===== config.mk =====
export PLATFORM = sky130hd
export DESIGN_NAME = gang_pin_irq
export DESIGN_NICKNAME = d
export VERILOG_FILES = /design/src/hdl/pin_ctrl_pkg.sv /design/src/hdl/gang_pin_irq.sv
export SDC_FILE = /design/constraint.sdc
export NUM_CORES = 1
export LEC_CHECK = 0
export ABC_AREA = 1
export BUFFER_PORTS_ARGS = -buffer_cell sky130_fd_sc_hd__buf_2
export CAP_MARGIN = 40
export CORE_UTILIZATION = 45
export CTS_CLUSTER_SIZE = 10
export DETAILED_ROUTE_END_ITERATION = 12
export PLACE_DENSITY = 0.75
export SETUP_SLACK_MARGIN = 0.3
export SYNTH_ARGS = -nofsm -noshare
export SYNTH_HDL_FRONTEND = slang
export SYNTH_SLANG_ARGS = --single-unit

===== constraint.sdc =====
create_clock -name clk -period 1.6 [get_ports clk]
set_input_delay 0.08 -clock clk [delete_from_list [all_inputs] [get_ports clk]]
set_output_delay 0.08 -clock clk [all_outputs]
set_load 0.02 [all_outputs]

===== src/hdl/pin_ctrl_pkg.sv =====
// constants for the ganged output and pin interrupt block
package pin_ctrl_pkg;
    // ****************************************
    // register offsets (byte addresses)
    // ****************************************
    localparam logic [7:0] OFF_GANG_CTRL = 8'h00;
    localparam logic [7:0] OFF_IRQ_SC_A = 8'h04;
    localparam logic [7:0] OFF_IRQ_SC_B = 8'h08;
    localparam logic [7:0] OFF_IRQ_EN = 8'h0c;
    localparam logic [7:0] OFF_IRQ_POL = 8'h10;
    localparam logic [7:0] OFF_PULL_EN = 8'h14;
    localparam logic [7:0] OFF_PPD = 8'h18;
    localparam logic [7:0] OFF_PIN_STATE = 8'h1c;
    // ****************************************
    // status and control fields
    // ****************************************
    localparam int SC_MODE_BIT = 0;
    localparam int SC_IE_BIT = 1;
    localparam int SC_ACK_BIT = 2;
    localparam int SC_FLAG_BIT = 3;
    localparam int PPD_FLAG_BIT = 3;
    localparam int PPD_ACK_BIT = 2;
    // ****************************************
    // reset values
    // ****************************************
    localparam logic [7:0] GANG_RST = 8'h00;
    localparam logic [7:0] BYTE_RST = 8'h00;
    // ****************************************
    // pin positions in the 16-bit pin vector
    // a[3:0]=0..3, b[7:0]=4..11, c[3:0]=12..15
    // ****************************************
    localparam int PIN_C0 = 12;
    localparam int NUM_PINS = 16;
    function automatic logic [15:0] gang_map(input logic [7:0] g);
        logic [15:0] m;
        m = 16'h0000;
        m[12] = g[0];
        m[13] = g[1];
        m[14] = g[2];
        m[15] = g[3];
        m[6] = g[4];
        m[7] = g[5];
        m[8] = g[6];
        m[9] = g[7];
        return m;
    endfunction
endpackage


===== src/hdl/gang_pin_irq.sv =====
// ganged output, pin interrupts and stop-mode pin hold
// Operation
// only the first gang control write after reset is taken
// bit 0 enables ganging; bits 7:1 add pins to the group
// bits 7..1 map to b5,b4,b3,b2,c3,c2,c1; enable covers c0
// ganged pins are outputs copying c0 data, drive and slew
// ganging enabled forces c0 to output regardless of direction
// ganging beats digital peripherals; analog beats ganging
// pin interrupts on a[3:0], b[3:0], also waking from stop3/wait
// each pin interrupt enabled by its own enable bit
// per-port mode bit picks edge-only or edge-and-level
// per-pin polarity picks falling/low or rising/high
// edges detected on consecutive bus clock samples
// pin must be seen deasserted before an edge counts
// edge sets port flag; request while flag and enable set
// writing ack clears flag in edge-only mode
// edge-and-level: edge or asserted level sets flag
// edge-and-level: ack clears only if all enabled inputs idle
// with pull enabled, polarity 0 pull-up, 1 pull-down
// software masks, sets polarity, pulls, enables, acks, unmasks
// stop2 holds pin latches as before stop
// software checks powerdown flag, restores, then acks
// stop3 keeps all pin state; usable at once on wake
// writing powerdown ack clears powerdown recovery flag
// data read from pin when input, latch when output
// interrupt pins pass a two-flop synchroniser first
`timescale 1ns/1ps
`default_nettype none
module gang_pin_irq
    import pin_ctrl_pkg::*;
#(
    parameter int PINS = NUM_PINS
)
(
    // clock and reset
    input wire logic clk,
    input wire logic rst,
    // apb slave
    input wire logic psel,
    input wire logic penable,
    input wire logic pwrite,
    input wire logic [7:0] paddr,
    input wire logic [31:0] pwdata,
    output logic [31:0] prdata,
    output logic pready,
    output logic pslverr,
    // per-pin controls from the port registers
    input wire logic [15:0] portc_data_reg,
    input wire logic [15:0] portc_drive_reg,
    input wire logic [15:0] portc_slew_reg,
    input wire logic [15:0] pin_direction_bit,
    input wire logic [15:0] port_data_latch,
    input wire logic [15:0] periph_en,
    input wire logic [15:0] periph_oe,
    input wire logic [15:0] periph_out,
    input wire logic [15:0] analog_en,
    // pins
    input wire logic [15:0] pin_in,
    output logic [15:0] pin_out,
    output logic [15:0] pin_oe_n,
    output logic [15:0] pin_drive_hi,
    output logic [15:0] pin_slew,
    output logic [15:0] pin_pull_up,
    output logic [15:0] pin_pull_dn,
    output logic [15:0] port_read_data,
    // power modes
    input wire logic stop2_enter,
    input wire logic stop2_wake,
    // interrupt and wake requests
    output logic irq_a,
    output logic irq_b,
    output logic wake_req
);
    if (PINS != NUM_PINS)
    begin
        $error("gang_pin_irq supports exactly 16 pins");
    end

    // ****************************************
    // apb decode
    // ****************************************
    logic wr_en;
    logic rd_phase;
    assign wr_en = psel && penable && pwrite;
    assign rd_phase = psel && !penable && !pwrite;

    function automatic logic addr_known(input logic [7:0] a);
        return a == OFF_GANG_CTRL || a == OFF_IRQ_SC_A ||
            a == OFF_IRQ_SC_B || a == OFF_IRQ_EN || a == OFF_IRQ_POL ||
            a == OFF_PULL_EN || a == OFF_PPD || a == OFF_PIN_STATE;
    endfunction

    // ****************************************
    // gang control, write once
    // ****************************************
    logic [7:0] gang_ctrl_reg_q;
    logic gang_locked_q;
    logic gang_enable;
    logic [15:0] gang_pin_select;
    always_ff @(posedge clk)
    begin
        if (rst)
        begin
            gang_ctrl_reg_q <= GANG_RST;
            gang_locked_q <= 1'b0;
        end
        else if (wr_en && paddr == OFF_GANG_CTRL && !gang_locked_q)
        begin
            gang_ctrl_reg_q <= pwdata[7:0];
            gang_locked_q <= 1'b1;
        end
    end
    assign gang_enable = gang_ctrl_reg_q[0];
    assign gang_pin_select = gang_enable ?
        gang_map(gang_ctrl_reg_q) : 16'h0000;

    // ****************************************
    // pin interrupt control registers
    // ****************************************
    logic [7:0] pin_irq_enable_reg_q;
    logic [7:0] pin_irq_polarity_reg_q;
    logic [7:0] pull_enable_reg_q;
    logic [1:0] pin_irq_detect_mode_q;
    logic [1:0] pin_irq_int_enable_q;
    always_ff @(posedge clk)
    begin
        if (rst)
        begin
            pin_irq_enable_reg_q <= BYTE_RST;
            pin_irq_polarity_reg_q <= BYTE_RST;
            pull_enable_reg_q <= BYTE_RST;
            pin_irq_detect_mode_q <= 2'h0;
            pin_irq_int_enable_q <= 2'h0;
        end
        else if (wr_en)
        begin
            if (paddr == OFF_IRQ_EN)
                pin_irq_enable_reg_q <= pwdata[7:0];
            if (paddr == OFF_IRQ_POL)
                pin_irq_polarity_reg_q <= pwdata[7:0];
            if (paddr == OFF_PULL_EN)
                pull_enable_reg_q <= pwdata[7:0];
            if (paddr == OFF_IRQ_SC_A)
            begin
                pin_irq_detect_mode_q[0] <= pwdata[SC_MODE_BIT];
                pin_irq_int_enable_q[0] <= pwdata[SC_IE_BIT];
            end
            if (paddr == OFF_IRQ_SC_B)
            begin
                pin_irq_detect_mode_q[1] <= pwdata[SC_MODE_BIT];
                pin_irq_int_enable_q[1] <= pwdata[SC_IE_BIT];
            end
        end
    end

    // ****************************************
    // synchroniser and edge detection
    // ****************************************
    logic [7:0] irq_pins;
    logic [7:0] sync1_q;
    logic [7:0] sync2_q;
    logic [7:0] prev_q;
    logic [7:0] armed_q;
    logic [7:0] asserted;
    logic [7:0] edge_hit;
    assign irq_pins = {pin_in[7:4], pin_in[3:0]};
    always_ff @(posedge clk)
    begin
        if (rst)
        begin
            sync1_q <= 8'h00;
            sync2_q <= 8'h00;
            prev_q <= 8'h00;
        end
        else
        begin
            sync1_q <= irq_pins;
            sync2_q <= sync1_q;
            prev_q <= sync2_q;
        end
    end
    // asserted level: high when polarity 1, low when 0
    assign asserted = ~(sync2_q ^ pin_irq_polarity_reg_q);
    always_ff @(posedge clk)
    begin
        if (rst)
            armed_q <= 8'h00;
        else
            armed_q <= pin_irq_enable_reg_q &
                (armed_q | ~asserted);
    end
    // previous sample deasserted, current asserted
    assign edge_hit = pin_irq_enable_reg_q & armed_q & asserted &
        (prev_q ^ sync2_q);

    // ****************************************
    // port flags
    // ****************************************
    logic [1:0] pin_irq_flag_q;
    logic [1:0] set_ev;
    logic [1:0] lvl_active;
    logic [1:0] ack_wr;
    always_comb
    begin
        lvl_active[0] = |(pin_irq_enable_reg_q[3:0] & asserted[3:0]);
        lvl_active[1] = |(pin_irq_enable_reg_q[7:4] & asserted[7:4]);
        set_ev[0] = |edge_hit[3:0] ||
            (pin_irq_detect_mode_q[0] && lvl_active[0]);
        set_ev[1] = |edge_hit[7:4] ||
            (pin_irq_detect_mode_q[1] && lvl_active[1]);
        ack_wr[0] = wr_en && paddr == OFF_IRQ_SC_A && pwdata[SC_ACK_BIT];
        ack_wr[1] = wr_en && paddr == OFF_IRQ_SC_B && pwdata[SC_ACK_BIT];
    end
    always_ff @(posedge clk)
    begin
        if (rst)
            pin_irq_flag_q <= 2'h0;
        else
        begin
            for (int p = 0; p < 2; p++)
            begin
                if (set_ev[p])
                    pin_irq_flag_q[p] <= 1'b1;
                else if (ack_wr[p] &&
                    !(pin_irq_detect_mode_q[p] && lvl_active[p]))
                    pin_irq_flag_q[p] <= 1'b0;
            end
        end
    end

    // ****************************************
    // partial powerdown and pin hold
    // ****************************************
    logic partial_powerdown_flag_q;
    logic hold_q;
    always_ff @(posedge clk)
    begin
        if (rst)
        begin
            partial_powerdown_flag_q <= 1'b0;
            hold_q <= 1'b0;
        end
        else
        begin
            if (stop2_enter)
                hold_q <= 1'b1;
            if (stop2_wake)
                partial_powerdown_flag_q <= 1'b1;
            else if (wr_en && paddr == OFF_PPD && pwdata[PPD_ACK_BIT])
            begin
                partial_powerdown_flag_q <= 1'b0;
                hold_q <= 1'b0;
            end
        end
    end

    // ****************************************
    // pin muxing
    // ****************************************
    logic [15:0] oe_d;
    logic [15:0] out_d;
    logic [15:0] ds_d;
    logic [15:0] sl_d;
    logic [15:0] pu_d;
    logic [15:0] pd_d;
    logic [15:0] pull_on;
    logic [15:0] gang_all;
    always_comb
    begin
        gang_all = gang_pin_select;
        pull_on = {8'h00, pull_enable_reg_q};
        for (int i = 0; i < 16; i++)
        begin
            oe_d[i] = periph_en[i] ? periph_oe[i] : pin_direction_bit[i];
            out_d[i] = periph_en[i] ? periph_out[i] : port_data_latch[i];
            ds_d[i] = portc_drive_reg[i];
            sl_d[i] = portc_slew_reg[i];
            if (gang_all[i])
            begin
                oe_d[i] = 1'b1;
                out_d[i] = portc_data_reg[PIN_C0];
                ds_d[i] = portc_drive_reg[PIN_C0];
                sl_d[i] = portc_slew_reg[PIN_C0];
            end
            if (analog_en[i])
            begin
                oe_d[i] = 1'b0;
                out_d[i] = 1'b0;
            end
            pu_d[i] = 1'b0;
            pd_d[i] = 1'b0;
            if (i < 8 && pull_on[i] && !oe_d[i] && !analog_en[i])
            begin
                pu_d[i] = !pin_irq_polarity_reg_q[i[2:0]];
                pd_d[i] = pin_irq_polarity_reg_q[i[2:0]];
            end
        end
    end
    always_ff @(posedge clk)
    begin
        if (rst)
        begin
            pin_out <= 16'h0000;
            pin_oe_n <= 16'hffff;
            pin_drive_hi <= 16'h0000;
            pin_slew <= 16'h0000;
            pin_pull_up <= 16'h0000;
            pin_pull_dn <= 16'h0000;
            port_read_data <= 16'h0000;
        end
        else if (!hold_q)
        begin
            pin_out <= out_d;
            pin_oe_n <= ~oe_d;
            pin_drive_hi <= ds_d;
            pin_slew <= sl_d;
            pin_pull_up <= pu_d;
            pin_pull_dn <= pd_d;
            port_read_data <= (pin_direction_bit & port_data_latch) |
                (~pin_direction_bit & pin_in & ~analog_en);
        end
    end

    // ****************************************
    // requests and apb answer
    // ****************************************
    always_ff @(posedge clk)
    begin
        if (rst)
        begin
            irq_a <= 1'b0;
            irq_b <= 1'b0;
            wake_req <= 1'b0;
        end
        else
        begin
            irq_a <= pin_irq_flag_q[0] && pin_irq_int_enable_q[0];
            irq_b <= pin_irq_flag_q[1] && pin_irq_int_enable_q[1];
            wake_req <= |(pin_irq_flag_q & pin_irq_int_enable_q);
        end
    end

    logic [31:0] rd_d;
    always_comb
    begin
        rd_d = 32'h0000_0000;
        unique case (paddr)
            OFF_GANG_CTRL: rd_d[7:0] = gang_ctrl_reg_q;
            OFF_IRQ_SC_A: rd_d[3:0] = {pin_irq_flag_q[0], 1'b0,
                pin_irq_int_enable_q[0], pin_irq_detect_mode_q[0]};
            OFF_IRQ_SC_B: rd_d[3:0] = {pin_irq_flag_q[1], 1'b0,
                pin_irq_int_enable_q[1], pin_irq_detect_mode_q[1]};
            OFF_IRQ_EN: rd_d[7:0] = pin_irq_enable_reg_q;
            OFF_IRQ_POL: rd_d[7:0] = pin_irq_polarity_reg_q;
            OFF_PULL_EN: rd_d[7:0] = pull_enable_reg_q;
            OFF_PPD: rd_d[PPD_FLAG_BIT] = partial_powerdown_flag_q;
            OFF_PIN_STATE: rd_d[15:0] = port_read_data;
            default: rd_d = 32'h0000_0000;
        endcase
    end
    always_ff @(posedge clk)
    begin
        if (rst)
        begin
            prdata <= 32'h0000_0000;
            pready <= 1'b0;
            pslverr <= 1'b0;
        end
        else
        begin
            pready <= psel && !penable;
            pslverr <= psel && !penable && !addr_known(paddr);
            if (rd_phase)
                prdata <= rd_d;
        end
    end

    // ****************************************
    // checks
    // ****************************************
    chk_gang_write_once: assert property (@(posedge clk) disable iff (rst)
        gang_locked_q |=> $stable(gang_ctrl_reg_q))
        else $error("gang control changed after first write");
    chk_ack_edge_clear: assert property (@(posedge clk) disable iff (rst)
        ack_wr[0] && !set_ev[0] && !pin_irq_detect_mode_q[0]
        |=> !pin_irq_flag_q[0])
        else $error("ack did not clear port a flag");
    chk_level_holds_flag: assert property (@(posedge clk) disable iff (rst)
        ack_wr[1] && pin_irq_detect_mode_q[1] && lvl_active[1]
        |=> pin_irq_flag_q[1])
        else $error("flag cleared while level asserted");
    chk_irq_follows_flag: assert property (@(posedge clk) disable iff (rst)
        pin_irq_flag_q[1] && pin_irq_int_enable_q[1] |=> irq_b)
        else $error("missing port b request");
    chk_ppd_ack_clear: assert property (@(posedge clk) disable iff (rst)
        wr_en && paddr == OFF_PPD && pwdata[PPD_ACK_BIT] && !stop2_wake
        |=> !partial_powerdown_flag_q)
        else $error("powerdown flag not cleared");
    chk_c0_forced_out: assert property (@(posedge clk) disable iff (rst)
        gang_enable && !analog_en[PIN_C0] && !hold_q
        |=> !pin_oe_n[PIN_C0])
        else $error("c0 not driven while ganged");
    chk_hold_freezes: assert property (@(posedge clk) disable iff (rst)
        hold_q && $past(hold_q) |-> $stable(pin_out) && $stable(pin_oe_n))
        else $error("pins moved during stop2 hold");
    chk_edge_sets_flag: assert property (@(posedge clk) disable iff (rst)
        |edge_hit[7:4] |=> pin_irq_flag_q[1])
        else $error("edge lost on port b");
endmodule
`default_nettype wire


Word-level counts from Yosys, hierarchy flattened
Cells that the tools add are included.
{"block": "classes", "eq_ne": 7, "n_mux": 156, "bitwise": 19, "n_reduce_logical": 88}
{"cell": "two-way mux 1 bit", "n": 151}
{"cell": "bitwise AND 16 bit", "n": 3}
{"cell": "inverter 16 bit", "n": 3}
{"cell": "logical AND 1 bit", "n": 35}
{"cell": "bitwise AND 8 bit", "n": 4}
{"cell": "equality test 8 x 5 -> 1 bit, second input constant", "n": 4}
{"cell": "logical NOT 1 bit", "n": 30}
{"cell": "case mux 3 bit (7 select lines)", "n": 1}
{"cell": "case mux 4 bit (5 select lines)", "n": 1}
{"cell": "equality test 8 x 4 -> 1 bit, second input constant", "n": 2}
{"cell": "two-way mux 16 bit", "n": 1}
{"cell": "inverter 8 bit", "n": 2}
{"cell": "bitwise OR 16 bit", "n": 1}
{"cell": "OR reduction 4 bit", "n": 4}
{"cell": "XOR 8 bit", "n": 2}
{"cell": "AND reduction 2 bit", "n": 5}
{"cell": "logical OR 1 bit", "n": 9}
{"cell": "bitwise AND 4 bit", "n": 2}
{"cell": "equality test 8 x 3 -> 1 bit, second input constant", "n": 1}
{"cell": "logical NOT 8 bit", "n": 1}
{"cell": "two-way mux 8 bit", "n": 1}
{"cell": "bitwise OR 8 bit", "n": 1}
{"cell": "case mux 1 bit (8 select lines)", "n": 1}
{"cell": "nonzero test 2 bit", "n": 3}
{"cell": "2 further kinds", "n": 2}
{"block": "word_totals", "register_bits": 190, "inputBits": 207, "out_inout_bits": 149, "elab_cells": 300}

Depth between registers and ports, before layout
{"block": "depth", "word_depth": 10, "depth_mapped": 11, "depth_no_buf": 11}

Worst setup path before layout
OpenSTA, ideal clock, no wires.
{"block": "synth_path", "kind": "flip-flop to flip-flop", "from": "reg hold_q", "to": "reg pin_oe_n[2]", "setup_ns": 0.115, "arrival_ns": 1.012, "required_time_ns": 1.485, "slack_ns": 0.473, "path_stages_with_launch": 7, "n_path_buf": 3, "period_less_slack_ns": 1.127, "cell_sequence": "dfxtp_1 > buf_2 > inv_2 > buf_2 > buf_2 > nand2_1 > nand2_1"}
{"item": "start: declaration", "line_no": "gang_pin_irq.sv:235", "text": "logic hold_q;"}
{"item": "start signal: assignment", "line_no": "gang_pin_irq.sv:241", "text": "hold_q <= 1'b0;"}
{"item": "start signal: assignment", "line_no": "gang_pin_irq.sv:246", "text": "hold_q <= 1'b1;"}
{"item": "start signal: assignment", "line_no": "gang_pin_irq.sv:252", "text": "hold_q <= 1'b0;"}
{"item": "end signal: assignment", "line_no": "gang_pin_irq.sv:314", "text": "pin_oe_n <= ~oe_d;"}
{"item": "end: declaration", "line_no": "gang_pin_irq.sv:60", "text": "output logic [15:0] pin_oe_n,"}

Worst setup path after layout
{"block": "layout_path", "from": "in analog_en[11]", "to": "reg pin_out[11]"}
{"block": "layout_via", "elab_chain_cells": 1}
{"item": "start: declaration", "line_no": "gang_pin_irq.sv:56", "text": "input wire logic [15:0] analog_en,"}
{"item": "two-way mux 1 bit", "line_no": "gang_pin_irq.sv:285", "text": "if (analog_en[i])"}
{"item": "end signal: assignment", "line_no": "gang_pin_irq.sv:313", "text": "pin_out <= out_d;"}
{"item": "end: declaration", "line_no": "gang_pin_irq.sv:59", "text": "output logic [15:0] pin_out,"}
Every way passes these cells.
A chain may end at the register's enable or synchronous reset.

==> impl_results.md <==
* Status: complete, but fails checks
* Failing checks: hold timing
* CTS tree: yes
* Slew Viols, Final at 0
* Die X at 141 um
* DP Area at 10300 sq um
* Yosys reg bits at 190
* Final Hold Fails at 1
* DRC violations left at 0
* Max FO, Critical Path at 2
* # IOs at 356
* Peak supply drop at 0.766 mV
* Met2 Resource Use GR at 51.4%
* CTS buffer count at 17
* Setup violations, final at 0
* CTS H-tree depth at 4
* Cell with the most instances after synthesis: nand2_1
* Met1 usage at 33.9%
* Tmin final at 1250 ps
* Initial DRC Count at 688
* Fillers at 1635
* Inst Count DP at 1739
* Post-synthesis cell area at 8700 sq um
* Port Buffers at 284
* Via/cell ratio at 5.04
* PwrDens at 946 nW/um^2
* GRT Total Usage at 29.5%
* Root Buffer: clkbuf_16
* Area added between synthesis and finish at 34.4%
* GRT Residual Overflow at 0
* Routed WL at 29.5 mm
* Die height at 141 um
* Synth Warn # at 0
* Worst setup EP type: flop
* Final worst slack at 350 ps
* DR pass1 iterations at 5
* Number of enable flip-flop cells after synthesis at 0
* Place WS at 249 ps
* FP Rows at 50
* Post-Layout Cell Count at 1839
* CP Launch Type: input port
* First-pass GRT wire length at 45.1 mm
* Multi-input gate area at 3930 sq um
* Yosys top cell by area: dfxtp_1
* Sink Count at 190
* Syn Area/Cell at 7.12 sq um
* Initial antenna violation count at 3
* Hold Slack at -1.32 ps
* Post-route setup TNS at 0 ps
* Most used flip-flop cell after synthesis: dfxtp_1
* Vias in the first global route at 8804
* Core ar. at 18800 sq um
* Pin count of the biggest net entering global routing at 98
* Async SR Flop Fraction at 0%
* Final core utilization at 62.1%
* Final HPWL from detailed placement at 21.4 mm
* Mapped Cells at 1222
* Cell variety after synth at 40
* Storage cell area at 3810 sq um
* Final instance area at 11700 sq um
* Top cells by count, synth: nand2_1 (202), dfxtp_1 (190), inv_1 (168)
* Layout cells sized above 1 at 26.1%
* CTS clock-pin slew for the worst setup and hold paths at 70 ps
* RSZ-0062 raised after global routing: no
* CTS Buffer Depth at 2
* Fmax at 800 MHz
* Worst Path Arrival at 1620 ps
* Sequential fraction of the synthesis area at 43.7%
* Busiest grt layer: met2
* Via count at 9264
* Gpl congestion at 0.942
* Hold Crit Class: input port to flop
* Antenna-violating nets left at 0
* Worst EP required at 1970 ps
* Routed WL per cell at 16.0 um
* Worst clock skew at 8.10 ps
* Final Cycle Share at 78.2%
* Synth top area share at 43.7%
* Critical path class: input port to flop
* Starting Density at 46.2%
* Leak at 5.88 nW
* Die Area at 19900 sq um
* Grt met3 use at 6.96%
* Nets at 1770
* Worst-Skew Late Latency at 430 ps
* Synth top area cells: dfxtp_1 (44%), nand2_1 (8.7%), o21ai_0 (7.8%)
* Max-Cap Viols at 0
## metal layers
metal | part of all wire [%] | vias up | wire (um)
met3 | 7.3 | 94 | 2140
met5 | 0.075 | - | 22
met1 | 39 | 4232 | 11600
met4 | 4.7 | 4 | 1400
met2 | 49 | 403 | 14400
li1 | - | 4531 | -
## layout by cell type (no fill, tap or decap), types with 7 or more instances in the layout
cell type,n
o21ai_1,21
dlygate4sd3_1,63
buf_4,16
o22ai_1,8
buf_2,283
o211ai_1,21
nand2_2,12
dfxtp_1,184
nor2_1,157
a21oi_1,106
conb_1,32
clkbuf_16,18
a21oi_2,12
nand3_1,50
nor2_2,8
inv_1,168
inv_2,7
o21ai_0,130
nand2_1,196
## worst max-delay path: stages
cell           delay, ps
dlygate4sd3_1        550
buf_2                140
a21oi_2               90
o21ai_0               80
dlygate4sd3_1        560
a21oi_1              120
## power by group
group	switching [mW]	internal, mW	total [mW]
logic	1.05	0.649	1.70
registers	0.129	4.93	5.06
clock network	1.91	2.40	4.31
## path summary, 6_finish.rpt
| check | from | endpoint | slack, ps | cells after the start |
|---|---|---|---|---|
| max | analog_en[11] | pin_out[11] | 350 | 6 |
| min | analog_en[1] | pin_out[1] | -1 | 4 |
| max reg2reg | gang_ctrl_reg_q[0] | pin_pull_up[7] | 360 | 5 |
| min reg2reg | sync1_q[3] | sync2_q[3] | 390 | 2 |
## per-stage QoR
step	power, mW	hold slack, ps
finish	11.1	-1.32
global route	11.4	9.71
CTS	11.0	0.211
detailed placement	6.68	310
global placement	6.66	300
floorplan	6.07	187
## area by class of cell
type	instances	area share [%]
Clock inverter	12	1.17
Clock buffer	20	3.91
Antenna cell	3	0.0642
Tap cell	260	2.78
Multi-Input combinational cell	805	33.7
Timing Repair Buffer	371	20.0
Sequential cell	190	32.6
Inverter	178	5.82
## logic make-up after synthesis
kind of cell              Yosys count  synth area share (%)
and+or+nand+nor                   456                  22.9
DFF                               190                  43.7
other                               1                0.0431
xor gates and xnor gates            8                 0.806
buffers and inverters             258                  13.2
AOI/OAI and AO/OA                 307                  19.2
muxes                               2                 0.245
## state kept, by name, summed over array words and instances (netlist names), 16 cells and up
register,flops
pin_drive_hi,16
pin_oe_n,16
pin_out,16
pin_slew,16
port_read_data,16
prdata,16
## repair_timing
item                                   in CTS  in global routing
endpoints found under the hold margin      68                  0
pin swaps                                   0                  3
gates cloned                                0                  1
resized for setup                           2                 31
setup endpoints to repair                   8                 40
buffers inserted                            0                  0
hold buffers                               64                  0
Power figures use the tool's default switching activity.
